File: config.mk
export PLATFORM = sky130hd
export DESIGN_NAME = gesture_gain_wait_offset_regs
export DESIGN_NICKNAME = d
export VERILOG_FILES = /design/src/core/gesture_offset_store.v /design/src/core/gesture_gain_wait_offset_regs.v
export VERILOG_INCLUDE_DIRS = /design/src /design/src/core
export SDC_FILE = /design/constraint.sdc
export NUM_CORES = 1
export LEC_CHECK = 0
export ABC_AREA = 1
export ABC_CLOCK_PERIOD_IN_PS = 2300
export BUFFER_PORTS_ARGS = -buffer_cell sky130_fd_sc_hd__buf_2
export CAP_MARGIN = 25
export CORE_MARGIN = 2
export CORE_UTILIZATION = 55
export CTS_BUF_LIST = sky130_fd_sc_hd__clkbuf_8
export DETAILED_ROUTE_END_ITERATION = 10
export PLACE_DENSITY = 0.77
export SLEW_MARGIN = 20
export SYNTH_ARGS = -nofsm -noshare
export SYNTH_HDL_FRONTEND = slang
export SYNTH_SLANG_ARGS = --single-unit
File: constraint.sdc
create_clock -name CLK -period 2.3 [get_ports CLK]
set_input_delay 0.345 -clock CLK [delete_from_list [all_inputs] [get_ports CLK]]
set_output_delay 0.345 -clock CLK [all_outputs]
set_load 0.05 [all_outputs]
File: src/core/gesture_cfg_defs.vh
// Register offsets, field positions, reset values and timing counts of the
// gesture gain, drive, wait and offset register bank.
// Assumes a 100 MHz core clock; included by bare name.
`ifndef GESTURE_CFG_DEFS_VH
`define GESTURE_CFG_DEFS_VH

`define ADDR_GAIN_DRIVE_WAIT 8'hA3
`define ADDR_UP_OFFSET 8'hA4
`define ADDR_DOWN_OFFSET 8'hA5
`define ADDR_LEFT_OFFSET 8'hA7
`define ADDR_RIGHT_OFFSET 8'hA9

`define CFG_RESET 8'h00
`define OFFSET_RESET 8'h00
`define CFG_WRITE_MASK 8'h7F

`define GAIN_MSB 6
`define GAIN_LSB 5
`define LED_MSB 4
`define LED_LSB 3
`define WAIT_MSB 2
`define WAIT_LSB 0
`define SIGN_BIT 7

`define CLK_PERIOD_NS 10
`define LED_TAIL_NS 1330
`define LED_TAIL_CYCLES (`LED_TAIL_NS / `CLK_PERIOD_NS)
`define WAIT_UNIT_US 2800
`define WAIT_UNIT_CYCLES ((`WAIT_UNIT_US * 1000) / `CLK_PERIOD_NS)

`define LED_FULL_HALF_MA 8'hC8

`endif

File: src/core/gesture_offset_store.v
// Four-entry store of the per-channel crosstalk offset bytes.
// Host read data come out of a register one cycle after the read strobe;
// all four bytes are also presented at once for latching by the core.
module gesture_offset_store (
   input wire clk,
   input wire srst,
   input wire wr_en,
   input wire [1:0] wr_idx,
   input wire [7:0] wr_data,
   input wire [1:0] rd_idx,
   output reg [7:0] rd_data,
   output wire [31:0] all_data
);
`include "gesture_cfg_defs.vh"

   genvar g;
   generate
      for (g = 0; g < 4; g = g + 1) begin : gen_entry
         localparam [1:0] IDX = g;
         reg [7:0] entry_reg;
         always @(posedge clk) begin
            if (srst) begin
               entry_reg <= `OFFSET_RESET;
            end else if (wr_en && (wr_idx == IDX)) begin
               entry_reg <= wr_data;
            end
         end
         assign all_data[8*g+7:8*g] = entry_reg;
      end
   endgenerate

   always @(posedge clk) begin
      if (srst) begin
         rd_data <= 8'h00;
      end else begin
         rd_data <= all_data[8*rd_idx +: 8];
      end
   end

endmodule // gesture_offset_store

File: src/core/gesture_gain_wait_offset_regs.v
// Gesture gain, LED drive, idle interval and per-channel offset register bank
// with the cycle sequencer that applies them.
// Assumes a register port driven by the serial interface logic on CLK and
// gesture engine status and conversion strobes from logic on the same clock.
//
// Summary of operation
// - Bits 6:5 pick gesture receiver gain 1x, 2x, 4x or 8x.
// - Bits 4:3 pick LED sink current 100, 50, 25 or 12.5 mA.
// - Bits 2:0 pick idle time between cycles, 0 to 39.2 ms.
// - LED stays on about 1.33 us beyond each integration interval.
// - Separate 8-bit offset for up, down, left and right channels.
// - Each offset cancels crosstalk by adding or subtracting its signed factor.
// - Offset bytes are sign/magnitude; bit 7 set means negative, range +-127.
// - Settings are applied only while the gesture engine is running.
`include "gesture_cfg_defs.vh"
module gesture_gain_wait_offset_regs #(
   parameter [22:0] WAIT_UNIT = `WAIT_UNIT_CYCLES
) (
   input wire CLK,
   input wire SRST,
   input wire [7:0] REG_ADDR,
   input wire REG_WE,
   input wire [7:0] REG_WDATA,
   input wire REG_RE,
   output reg [7:0] REG_RDATA,
   output reg REG_RVALID,
   input wire GESTURE_RUNNING,
   input wire INTEG_ACTIVE,
   input wire CYCLE_DONE,
   output reg CYCLE_START,
   output reg LOW_POWER_WAIT,
   output reg SETTINGS_APPLIED,
   output reg [3:0] GAIN_FACTOR,
   output reg [7:0] LED_CURRENT_HALF_MA,
   output reg LED_SINK_EN,
   output reg [7:0] UP_OFFSET_SIGNED,
   output reg [7:0] DOWN_OFFSET_SIGNED,
   output reg [7:0] LEFT_OFFSET_SIGNED,
   output reg [7:0] RIGHT_OFFSET_SIGNED
);

   localparam [1:0] ST_IDLE = 2'b00;
   localparam [1:0] ST_ACTIVE = 2'b01;
   localparam [1:0] ST_WAIT = 2'b10;
   localparam [31:0] LED_TAIL_FULL = `LED_TAIL_CYCLES;
   localparam [7:0] LED_TAIL = LED_TAIL_FULL[7:0];

   // Returns {hit, index} of an offset register address.
   function [2:0] offset_decode;
      input [7:0] addr;
      begin
         case (addr)
            `ADDR_UP_OFFSET: offset_decode = 3'b100;
            `ADDR_DOWN_OFFSET: offset_decode = 3'b101;
            `ADDR_LEFT_OFFSET: offset_decode = 3'b110;
            `ADDR_RIGHT_OFFSET: offset_decode = 3'b111;
            default: offset_decode = 3'b000;
         endcase
      end
   endfunction

   // Sign/magnitude to two's complement; all-ones gives -127.
   function [7:0] sm_to_twos;
      input [7:0] sm;
      begin
         if (sm[`SIGN_BIT]) begin
            sm_to_twos = 8'h00 - {1'b0, sm[6:0]};
         end else begin
            sm_to_twos = {1'b0, sm[6:0]};
         end
      end
   endfunction

   // Number of wait units per idle interval code.
   function [3:0] wait_units;
      input [2:0] code;
      begin
         case (code)
            3'h0: wait_units = 4'h0;
            3'h1: wait_units = 4'h1;
            3'h2: wait_units = 4'h2;
            3'h3: wait_units = 4'h3;
            3'h4: wait_units = 4'h5;
            3'h5: wait_units = 4'h8;
            3'h6: wait_units = 4'hB;
            default: wait_units = 4'hE;
         endcase
      end
   endfunction

   reg [7:0] cfg_reg;
   reg [1:0] state_reg;
   reg [1:0] state_next;
   reg [22:0] wait_cnt_reg;
   reg [7:0] tail_cnt_reg;
   reg [2:0] applied_wait_reg;
   reg rd_pend_reg;
   reg rd_cfg_reg;
   reg rd_off_reg;
   reg [7:0] cfg_snap_reg;
   reg latch_now;
   wire [2:0] wr_dec = offset_decode(REG_ADDR);
   wire [7:0] off_rd_data;
   wire [31:0] off_all;

   gesture_offset_store u_offsets (
      .clk(CLK),
      .srst(SRST),
      .wr_en(REG_WE & wr_dec[2]),
      .wr_idx(wr_dec[1:0]),
      .wr_data(REG_WDATA),
      .rd_idx(wr_dec[1:0]),
      .rd_data(off_rd_data),
      .all_data(off_all)
   );

   // Configuration register; reserved bit 7 is held at zero.
   always @(posedge CLK) begin
      if (SRST) begin
         cfg_reg <= `CFG_RESET;
      end else if (REG_WE && REG_ADDR == `ADDR_GAIN_DRIVE_WAIT) begin
         cfg_reg <= REG_WDATA & `CFG_WRITE_MASK;
      end
   end

   // Two-stage read so that offset data leave the store's output register first.
   always @(posedge CLK) begin
      if (SRST) begin
         rd_pend_reg <= 1'b0;
         rd_cfg_reg <= 1'b0;
         rd_off_reg <= 1'b0;
         cfg_snap_reg <= 8'h00;
         REG_RVALID <= 1'b0;
         REG_RDATA <= 8'h00;
      end else begin
         rd_pend_reg <= REG_RE;
         rd_cfg_reg <= REG_RE && REG_ADDR == `ADDR_GAIN_DRIVE_WAIT;
         rd_off_reg <= REG_RE && wr_dec[2];
         cfg_snap_reg <= cfg_reg;
         REG_RVALID <= rd_pend_reg;
         if (rd_cfg_reg) begin
            REG_RDATA <= cfg_snap_reg;
         end else if (rd_off_reg) begin
            REG_RDATA <= off_rd_data;
         end else begin
            REG_RDATA <= 8'h00;
         end
      end
   end

   // Cycle sequencer: conversion, then low-power wait, then the next cycle.
   always @* begin
      state_next = state_reg;
      latch_now = 1'b0;
      case (state_reg)
         ST_IDLE: begin
            if (GESTURE_RUNNING) begin
               state_next = ST_ACTIVE;
               latch_now = 1'b1;
            end
         end
         ST_ACTIVE: begin
            if (!GESTURE_RUNNING) begin
               state_next = ST_IDLE;
            end else if (CYCLE_DONE) begin
               if (applied_wait_reg == 3'h0) begin
                  latch_now = 1'b1;
               end else begin
                  state_next = ST_WAIT;
               end
            end
         end
         ST_WAIT: begin
            if (!GESTURE_RUNNING) begin
               state_next = ST_IDLE;
            end else if (wait_cnt_reg == 23'h1) begin
               state_next = ST_ACTIVE;
               latch_now = 1'b1;
            end
         end
         default: state_next = ST_IDLE;
      endcase
   end

   always @(posedge CLK) begin
      if (SRST) begin
         state_reg <= ST_IDLE;
         wait_cnt_reg <= 23'h0;
         applied_wait_reg <= 3'h0;
         CYCLE_START <= 1'b0;
         LOW_POWER_WAIT <= 1'b0;
         SETTINGS_APPLIED <= 1'b0;
         GAIN_FACTOR <= 4'h0;
         LED_CURRENT_HALF_MA <= 8'h00;
         UP_OFFSET_SIGNED <= 8'h00;
         DOWN_OFFSET_SIGNED <= 8'h00;
         LEFT_OFFSET_SIGNED <= 8'h00;
         RIGHT_OFFSET_SIGNED <= 8'h00;
      end else begin
         state_reg <= state_next;
         CYCLE_START <= latch_now;
         LOW_POWER_WAIT <= (state_next == ST_WAIT);
         SETTINGS_APPLIED <= (state_next != ST_IDLE);
         if (state_reg == ST_ACTIVE && state_next == ST_WAIT) begin
            wait_cnt_reg <= WAIT_UNIT * {19'h0, wait_units(applied_wait_reg)};
         end else if (state_reg == ST_WAIT && wait_cnt_reg != 23'h0) begin
            wait_cnt_reg <= wait_cnt_reg - 23'h1;
         end
         // New settings are taken only as a cycle starts, never mid-conversion.
         if (latch_now) begin
            applied_wait_reg <= cfg_reg[`WAIT_MSB:`WAIT_LSB];
            GAIN_FACTOR <= 4'h1 << cfg_reg[`GAIN_MSB:`GAIN_LSB];
            LED_CURRENT_HALF_MA <= `LED_FULL_HALF_MA >> cfg_reg[`LED_MSB:`LED_LSB];
            UP_OFFSET_SIGNED <= sm_to_twos(off_all[7:0]);
            DOWN_OFFSET_SIGNED <= sm_to_twos(off_all[15:8]);
            LEFT_OFFSET_SIGNED <= sm_to_twos(off_all[23:16]);
            RIGHT_OFFSET_SIGNED <= sm_to_twos(off_all[31:24]);
         end else if (state_next == ST_IDLE) begin
            GAIN_FACTOR <= 4'h0;
            LED_CURRENT_HALF_MA <= 8'h00;
            UP_OFFSET_SIGNED <= 8'h00;
            DOWN_OFFSET_SIGNED <= 8'h00;
            LEFT_OFFSET_SIGNED <= 8'h00;
            RIGHT_OFFSET_SIGNED <= 8'h00;
         end
      end
   end

   // LED sink follows integration and holds on for a short tail after it.
   always @(posedge CLK) begin
      if (SRST) begin
         tail_cnt_reg <= 8'h00;
         LED_SINK_EN <= 1'b0;
      end else if (state_reg == ST_IDLE || !GESTURE_RUNNING) begin
         tail_cnt_reg <= 8'h00;
         LED_SINK_EN <= 1'b0;
      end else if (INTEG_ACTIVE) begin
         tail_cnt_reg <= LED_TAIL;
         LED_SINK_EN <= 1'b1;
      end else if (tail_cnt_reg != 8'h00) begin
         tail_cnt_reg <= tail_cnt_reg - 8'h01;
         LED_SINK_EN <= 1'b1;
      end else begin
         LED_SINK_EN <= 1'b0;
      end
   end

endmodule // gesture_gain_wait_offset_regs

* After elaboration in Yosys (flattened, before gate mapping)
Cells that the tools add are included.
W data, S select, Z words.
** Cells by class
- Muxes and demuxes :: 38
- Reduce and logical (&&, ||, !) cells :: 25
- $add $sub $neg :: 6
- $mul :: 1
- Eq/ne operators :: 18
- Bitwise operators :: 2
- Shift operators :: 3
** Operators by type and width (count)
- $mux W8 :: 12
- $mux W23 :: 2
- $eq A8 B8 Y1 const B :: 5
- $shiftx A32 B6 Y8 :: 1
- $sub A1 B7 Y8 const A :: 4
- $pmux W4 S7 :: 1
- $eq A23 B1 Y1 const B :: 1
- $reduce_bool A23 Y1 :: 1
- $sub A23 B1 Y23 const B :: 1
- $mul A13 B4 Y17 const A :: 1
- $mux W4 :: 4
- $mux W7 :: 2
- $mux W2 :: 6
- $pmux W3 S4 :: 1
- $eq A3 B3 Y1 const B :: 3
- $logic_and A1 B1 Y1 :: 9
- $eq A2 B2 Y1 const B :: 4
- $mux W1 :: 8
- $reduce_bool A2 Y1 :: 4
- $reduce_bool A8 Y1 :: 1
- $shr A8 B2 Y8 const A :: 1
- $sub A8 B1 Y8 const B :: 1
- $eq A3 B2 Y1 const B :: 2
- $logic_not A2 Y1 :: 3
- other kinds (12) :: 15
** Word-level totals
- Output and inout bits :: 57
- Logic and storage cells :: 122
- Bits of input ports :: 23
- Register bits after elaboration :: 150

* Depth between registers and ports, before layout
Gate-level depths: netlist (run 1).
- Depth in word-level cells :: 11
- Depth in mapped cells :: 18
- Gate-level depth less buffers :: 17

* Hierarchy
A second synthesis (run 1) with hierarchy kept.
** Second synthesis, totals
- Cells, all modules :: 1115
- Area, all modules :: 7875.1 sq um
** By module, submodules not included
- gesture_gain_wait_offset_regs :: instances 1, area each 6157.2 sq um, cells each 859, seq. area each 2202.1 sq um
- gesture_offset_store :: instances 1, area each 1717.9 sq um, cells each 256, seq. area each 800.8 sq um

* Least setup slack after synthesis (run 1)
No wires, ideal clock.
- Path kind :: reg2reg
- Start point :: register applied_wait_reg[0]
- End point :: register wait_cnt_reg[16]
- Path slack :: -0.167 ns
- Arrival :: 2.331 ns
- Cell stages (with the launch flop) :: 13
- Setup time :: 0.137 ns
- Buffers on the path :: 0
- Required time :: 2.163 ns
- Period minus slack after synthesis :: 2.467 ns
- Path through :: dfxtp_1 > inv_1 > ha_1 > inv_1 > ha_1 > nand2_1 > inv_1 > fa_1 > nand3_1 > a21oi_1 > mux2_2 > o21ai_0 > a21oi_1
** Between the ends
- Cells in the longest elaborated chain, start to end :: 8
- Elaborated cells between the ends (all ways) :: 19
- Those cells by class :: 1 x mul; 7 x eq/ne; 8 x mux; 3 x reduce/logical
** Ends and longest elaborated chain
- start: declaration :: RTL line gesture_gain_wait_offset_regs.v:96 : reg [2:0] applied_wait_reg;
- start signal: assignment :: RTL line gesture_gain_wait_offset_regs.v:211 : applied_wait_reg <= cfg_reg[`WAIT_MSB:`WAIT_LSB];
- parallel branches: the longest is 8 deep, another holds $mul A13 B4 Y17
- end signal: assignment :: RTL line gesture_gain_wait_offset_regs.v:205 : wait_cnt_reg <= WAIT_UNIT * {19'h0, wait_units(applied_wait_reg)};
- end signal: assignment :: RTL line gesture_gain_wait_offset_regs.v:207 : wait_cnt_reg <= wait_cnt_reg - 23'h1;
- end: declaration :: RTL line gesture_gain_wait_offset_regs.v:94 : reg [22:0] wait_cnt_reg;
Several ways; the timed one is not identified. The select of a mux whose other input is x is not followed.
A chain may end at the register's enable or synchronous reset.

* Worst setup path after layout (run 1)
- Start point :: register applied_wait_reg[2]
- End point :: register wait_cnt_reg[15]
Same word-level chain as after synthesis.

==> run metrics, run 1 <==
run status complete, no violations; # IOs 80; Largest register FFs 32; Max-Cap Viols 0; VDD IR max about 400 µV; post-cts hold buffer count 0; post-route clock period utilization between 90% and 100%; endpoints failing setup 0; top cells by area, synth dfxtp_1, nand2_1, a21oi_1; Syn Inst Count ~1000; crit start category register; RSZ-0062 raised after global routing yes; Clock Sinks 150; design area around 0.0085 mm²; adder-cell share of the synthesized area around 4.8%; Fmax roughly 0.44 GHz; Setup crit end kind register; Die Area between 0.01 and 0.015 mm²; commonest non-fill, non-tap cell in the layout nand2_1; clock tree buffer depth 2; Pwr Total 5357 µW; Int Pwr just under 4000 µW; root buf cell clkbuf_8; Hold Slack ~0.18 ns; initial antenna violation count 0; Seq/Total Area, Yosys 40.55%; max-slew violation count 0; hold crit path type in2reg; GRT overflow 0; H-tree depth 4; Comb power frac roughly 12%; crit path from applied_wait_reg[2]; clk_lat worst skew about 0.45 ns; Worst Tran Pin Value roughly 0.6 ns; Syn-to-layout area delta 15.33%; placed instance area approximately 0.008 mm²; clock power share a little under two fifths; cell count of the worst reg-to-reg path 16; main combinational cell family by area after synthesis simple AND/OR/NAND/NOR gates; WS Path Type reg2reg; critical path arrival 2.66 ns; hold path depth 3; fraction of layout cells with a size suffix above 1 approximately a fifth; Leak 0.003838 µW; die width approximately 120 µm; number of remaining DRC errors 0; Core ar. around 0.013 mm²; post-synth top area share between 40% and 50%; Yosys reg bits 150; Reg clk slew, reported paths ~0.090 ns; simple-gate share of the synthesized area around 25%; largest area contributor in the netlist dfxtp_1; Mapped Avg Cell Area between 7 and 8 µm²; Flop pwr share roughly half; Sw Ratio about 28%; Post-Synthesis Cell Area roughly 0.0074 mm²; mux cell area share after synthesis less than 1%; commonest non-fill, non-tap cells in the layout nand2_1, dfxtp_1, inv_1, a21oi_1, buf_2; first drt pass iteration count 6; Initial Utilization a little under three fifths; Post-Syn Nets between 1k and 1.5k; Iteration-0 DRC Markers approximately 520; Place WS -0.09851 ns; Die Height ~120 µm; CP required about 2.7 ns; Inserted Diodes 0; Psw between 1500 and 2000 µW; Final nets between 1k and 1.5k; Compound-Gate Fraction of Synth Area between 15 and 20%; minimum clock period between 2 and 2.5 ns; clock skew between 0.01 and 0.015 ns; highest cell delay on the worst timing path 0.40 ns; Cell Count, Final, Fillers Out 1271; Avg WL per Cell ~15 µm; Critical Path, Cell by Cell inv_4 > nor2_4 > ha_4 > nand2_2 > o21ai_2 > xor2_1 > ha_1 > a21oi_2 > o21ai_1 > nand2_1 > nand3b_1 > nand2_1 > nand2_2 > a21oi_2 > nand2_1 > a21oi_1; first-pass GRT wire length between 30000 and 40000 µm; worst r2r src applied_wait_reg[2]; RePlAce Congestion 0.9160; Detail Placement HPWL 13850 µm; Synth Flop Type dfxtp_1; Yosys warnings 0; hold path start REG_RE; XOR/XNOR Fraction of Synth Area 2.957%; largest net degree at the start of global routing 44; CTS tree done; Slew Limit Headroom 60.38%; vias per inst 5.386; vias in the first global route 6485; Tot GR Track Use a little over a quarter; placed cells approximately 1.2k; setup ws final ~0.013 ns; CP max stage cell dfxtp_4; Synth async-reset ratio 0%; Synth cell types 43; number of synthesized flops with an enable pin 0; Critical Path Most Common Cell nand2_1; total CTS buffers 17; routed via count between 6k and 7k; num rows 42; drt total wl 18750 µm; Final Hold Viols 0; IO buf count 79; ANT nets after route 0; highest net fanout along the worst path 4; Power per Cell Area 627.3 mW/mm²
-- metrics by stage --
| step | setup TNS (ns) | utilization [%] |
|---|---|---|
| 2_1_floorplan | 0 | - |
| 3_3_place_gp | 0 | 60.91 |
| 3_5_place_dp | -0.2919 | 60.91 |
| 4_1_cts | 0 | 64.17 |
| 5_1_grt | -0.7371 | 64.74 |
| 6_report | 0 | 64.74 |
-- logic make-up after synthesis --
kind of cell / count (synthesis)
simple gates: 391
compound gates: 241
buf+inv: 158
flops: 150
fa+ha+maj: 28
xor+xnor: 25
mux: 1
-- power by group through the flow --
stage          combinational, µW  clock, µW  sequential [µW]
6_report                     657       2050             2650
5_1_grt                      727       2190             2660
4_1_cts                      635       2060             2650
3_5_place_dp                 621          0             2710
3_3_place_gp                 614          0             2710
2_1_floorplan                426          0             2750
-- synthesized netlist by cell type (all sizes together), types with 20 or more instances --
| library cell | n |
|---|---|
| a21oi | 114 |
| buf | 23 |
| dfxtp | 150 |
| ha | 27 |
| inv | 114 |
| nand2 | 177 |
| nand3 | 69 |
| nand4 | 28 |
| nor2 | 92 |
| o21ai | 96 |
| o22ai | 20 |
| xor2 | 22 |
-- timing repair --
| item | CTS | global route |
|---|---|---|
| resized for setup | 10 | 17 |
| endpoints found under the setup margin | 6 | 7 |
| pin swaps | 7 | 11 |
| hold endpoints to repair | 0 | 0 |
| setup buffers | 0 | 3 |
-- metal layers --
layer  GRT usage, %  up-vias  routed length, µm
met5              0        -                  0
met4          13.09        0                735
li1               -     3469                  -
met3          5.038       45                792
met1          33.72     3155               8157
met2          44.74      176               9063
-- worst max-delay path, delay by kind of cell, from the launching register on --
kind / cells / cell delay, ns
DFF: 1 / 0.40
adders and majority gates: 2 / 0.44
and+or+nand+nor: 7 / 0.65
buffers and inverters: 1 / 0.04
xor gates and xnor gates: 1 / 0.19
AOI/OAI and AO/OA: 5 / 0.49
-- cell type report --
type                            count  area, µm²
Clock buffer                       18      247.7
Tap cell                          176      220.2
Sequential cell                   150       3009
Fill cell                        1221       4651
Inverter                          117      442.9
Timing Repair Buffer              110      640.6
Clock inverter                     14      150.1
Multi-Input combinational cell    686       3829
-- final timing paths --
check                endpoint  slack [ns]
max          wait_cnt_reg[15]        0.01
min               rd_pend_reg        0.18
max reg2reg  wait_cnt_reg[15]        0.01
min reg2reg      REG_RDATA[7]        0.42
Note: power is estimated with default switching activity, not from simulation.
==> run 2, diff against run 1 <==
ABC_AREA = 0   (was 1)
PLACE_DENSITY = 0.78   (was 0.77)
==> run 2 against run 1 <==
  * The run now ends with negative setup slack left
  * Global-route usage increased by 0.067 points
  * Sequential power about the same
  * Via count increased by 0.60%
  * First-iteration DRC count increased by 36%
  * Area after synthesis decreased by 4.1%
  * Worst setup slack got worse by 0.26 ns
  * Sequential cell count unchanged
  * Synthesized cell count decreased by 18%
  * Total power decreased by 3.3%
  * Critical endpoint is now LEFT_OFFSET_SIGNED[6]
==> run metrics, run 2 <==
setup TNS -12.00 ns (-12.00 ns); largest net degree at the start of global routing 119 (+170%); highest net fanout along the worst path 10 (+6); Largest register FFs 32 (unchanged); root buf cell clkbuf_8; initial antenna violation count 1 (+1); most frequent cells after synthesis dfxtp_1, nand2_1, nor2_1; # IOs 80 (unchanged); minimum clock period 2.549 ns (+0.2619 ns); Util after Layout 73.66% (+8.9 points); Hold Slack 0.1024 ns (-0.07700 ns); total CTS buffers 17 (unchanged); routed via count 6886 (+0.60%); clock tree buffer depth 2 (unchanged); Critical Path Most Common Cell or4_4; commonest non-fill, non-tap cell in the layout dfxtp_1; Avg WL per Cell 18.56 µm (+26%); simple-gate share of the synthesized area 19.70% (-5.2 points); setup ws final -0.2489 ns (-0.2619 ns); Setup crit end kind register; Fillers 855 (-30%); clock skew 0.01050 ns (-0.003345 ns); Critical Path, Cell by Cell or4_4 > nand4bb_4 > or4_4 > a31oi_4 > a21o_4 > buf_4 > clkbuf_16 > o32ai_1; max-slew violation count 0 (unchanged); ANT nets after route 0 (unchanged); Seq/Total Area, Yosys 42.28% (+1.7 points); Crit path buffers/inverters 2 (+1); endpoints failing setup 71 (+71); Tot GR Track Use 27.06% (+0.067 points); placed cells 1087 (-12%); vias per inst 6.019 (+12%); Syn Inst Count 812 (-18%); Detail Placement HPWL 13010 µm (-6.1%); number of remaining DRC errors 0 (unchanged); CP required 2.64 ns (-0.03 ns); WS Path Type reg2reg; Inserted Diodes 0 (unchanged); main combinational cell family by area after synthesis simple AND/OR/NAND/NOR gates; Compound-Gate Fraction of Synth Area 17.57% (+0.11 points); Worst Tran Pin Value 0.6371 ns (+0.04777 ns); Synth cell types 63 (+47%); crit start category register; Die Area 0.01384 mm² (-4.0%); drt total wl 21240 µm (+13%); top cells by area, synth dfxtp_1, nand2_1, o32ai_1; register area 0.003015 mm² (+0.21%); Yosys warnings 0 (unchanged); Die Height 117.6 µm (-2.0%); first-pass GRT wire length 30550 µm (-1.2%); Power per Cell Area 557.1 mW/mm² (-11%); XOR/XNOR Fraction of Synth Area 6.043% (+3.1 points); Clock Sinks 150 (unchanged); Final nets 1010 (-11%); hold crit path type in2reg; count leader, synth dfxtp_1; Mapped Avg Cell Area 8.746 µm² (+17%); IO buf count 79 (unchanged); Synth async-reset ratio 0% (unchanged); largest area contributor in the netlist dfxtp_1; Post-Synthesis Cell Area 0.007102 mm² (-4.1%); Initial Utilization 56.28% (+0.14 points); number of synthesized flops with an enable pin 0 (unchanged); commonest non-fill, non-tap cells in the layout dfxtp_1, nand2_1, buf_2, buf_4, nor2_1; vias in the first global route 6334 (-2.3%); RePlAce Congestion 0.9158 (about the same); Post-Syn Nets 863 (-17%); clk_lat worst skew 0.47 ns (+0.02 ns); Multi-input gate area 0.004119 mm² (+7.6%); critical path arrival 2.89 ns (+0.23 ns); delay-heaviest family, CP simple AND/OR/NAND/NOR gates; Syn-to-layout area delta 30.88%; RSZ-0062 raised after global routing yes; H-tree depth 4 (unchanged); run status finished with violations; Yosys reg bits 150 (unchanged); Core ar. 0.01262 mm² (-4.3%); CTS tree done; post-route clock period utilization 110.8% (+11 points); Final Hold Viols 0 (unchanged); failing checks negative setup slack; Leak 0.003922 µW (+2.2%); post-synth top area share 42.28% (+1.7 points); Fmax 0.3923 GHz (-10%); first drt pass iteration count 6 (unchanged); mux cell area share after synthesis 4.528% (+4.4 points); highest cell delay on the worst timing path 0.55 ns (+0.15 ns); Max-Cap Viols 0 (unchanged); adder-cell share of the synthesized area 5.039% (+0.21 points); Synth Flop Type dfxtp_1; Slew Limit Headroom 57.44% (-2.9 points); fraction of layout cells with a size suffix above 1 28.81% (+8.0 points); die width 117.6 µm (-2.0%); Reg clk slew, reported paths 0.08 ns (about the same); CP max stage cell or4_4; Cell Count, Final, Fillers Out 1144 (-10%); Iteration-0 DRC Markers 713 (+36%); GRT overflow 0 (unchanged); VDD IR max 486.4 µV (+22%); num rows 41 (-2.4%)
==> run 2: cell count changes in the layout (fill, tap and decap cells not counted), sizes merged, moves of 17 or more <==
cell,change
o21ai,-67
mux2i,+31
nand3,-46
o22ai,-17
o32ai,+41
nand4,-25
nand2,-72
a21oi,-73
nor2,-18
inv,-86
buf,+63
==> run 2: timing repair <==
action	in CTS	in global routing
hold buffers	0	0
pin swaps	17	18
gates resized for setup	27	32
gates cloned	1	12
setup endpoints to repair	68	72
setup buffers	5	8
==> run 2: metal layers <==
metal | share of wire, % | track usage (%) | vias to the layer above
met2 | 50 | 46.98 | 359
met4 | 3.5 | 10.77 | 2
met3 | 8.0 | 6.347 | 79
li1 | - | - | 3183
met5 | 0.061 | 0 | -
met1 | 39 | 32.25 | 3263
==> run 2: cell families after synthesis <==
| logic type | Yosys count |
|---|---|
| AOI/OAI and AO/OA | 177 |
| adders and majority gates | 28 |
| muxes | 32 |
| buffers and inverters | 82 |
| xor gates and xnor gates | 49 |
| and+or+nand+nor | 294 |
| DFF | 150 |
==> run 2: final cells by class <==
| cell class | instances | share of cell area, % |
|---|---|---|
| clock buffers | 18 | 2.665 |
| clock inverters | 14 | 1.710 |
| inverters | 31 | 1.386 |
| multi-input cells | 580 | 44.31 |
| flip-flops and latches | 150 | 32.44 |
| well taps | 172 | 2.315 |
| repair buffers | 179 | 15.17 |
==> run 2: path summary, 6_finish.rpt <==
path | startpoint | to | slack (ns) | cells after the start
min | SRST | state_reg[0] | 0.10 | 2
max | wait_cnt_reg[6] | LEFT_OFFSET_SIGNED[6] | -0.25 | 8
min reg2reg | rd_pend_reg | REG_RVALID | 0.44 | 1
max reg2reg | wait_cnt_reg[6] | LEFT_OFFSET_SIGNED[6] | -0.25 | 8
==> run 2: worst reg2reg max path, stage by stage (launching register included) <==
cell and delay (ns):
dfxtp_2 0.33, or4_4 0.53, nand4bb_4 0.24, or4_4 0.55, a31oi_4 0.20, a21o_4 0.18
buf_4 0.15, clkbuf_16 0.16, o32ai_1 0.08
==> run 2: stage by stage <==
step	setup slack (ns)	area, µm²	total power [µW]
floorplan	-0.1706	7284	2893
global placement	-0.2229	8259	2976
detailed placement	-0.3202	8259	2989
CTS	-0.1938	8881	5055
global route	-0.2993	9295	5330
finish	-0.2489	9295	5178
==> run 2: power by group <==
part / leakage (µW) / internal [µW] / switching (µW)
clock: 0.000212 / 1090 / 1000
combinational: 0.00250 / 187 / 284
sequential: 0.00121 / 2610 / 8.63
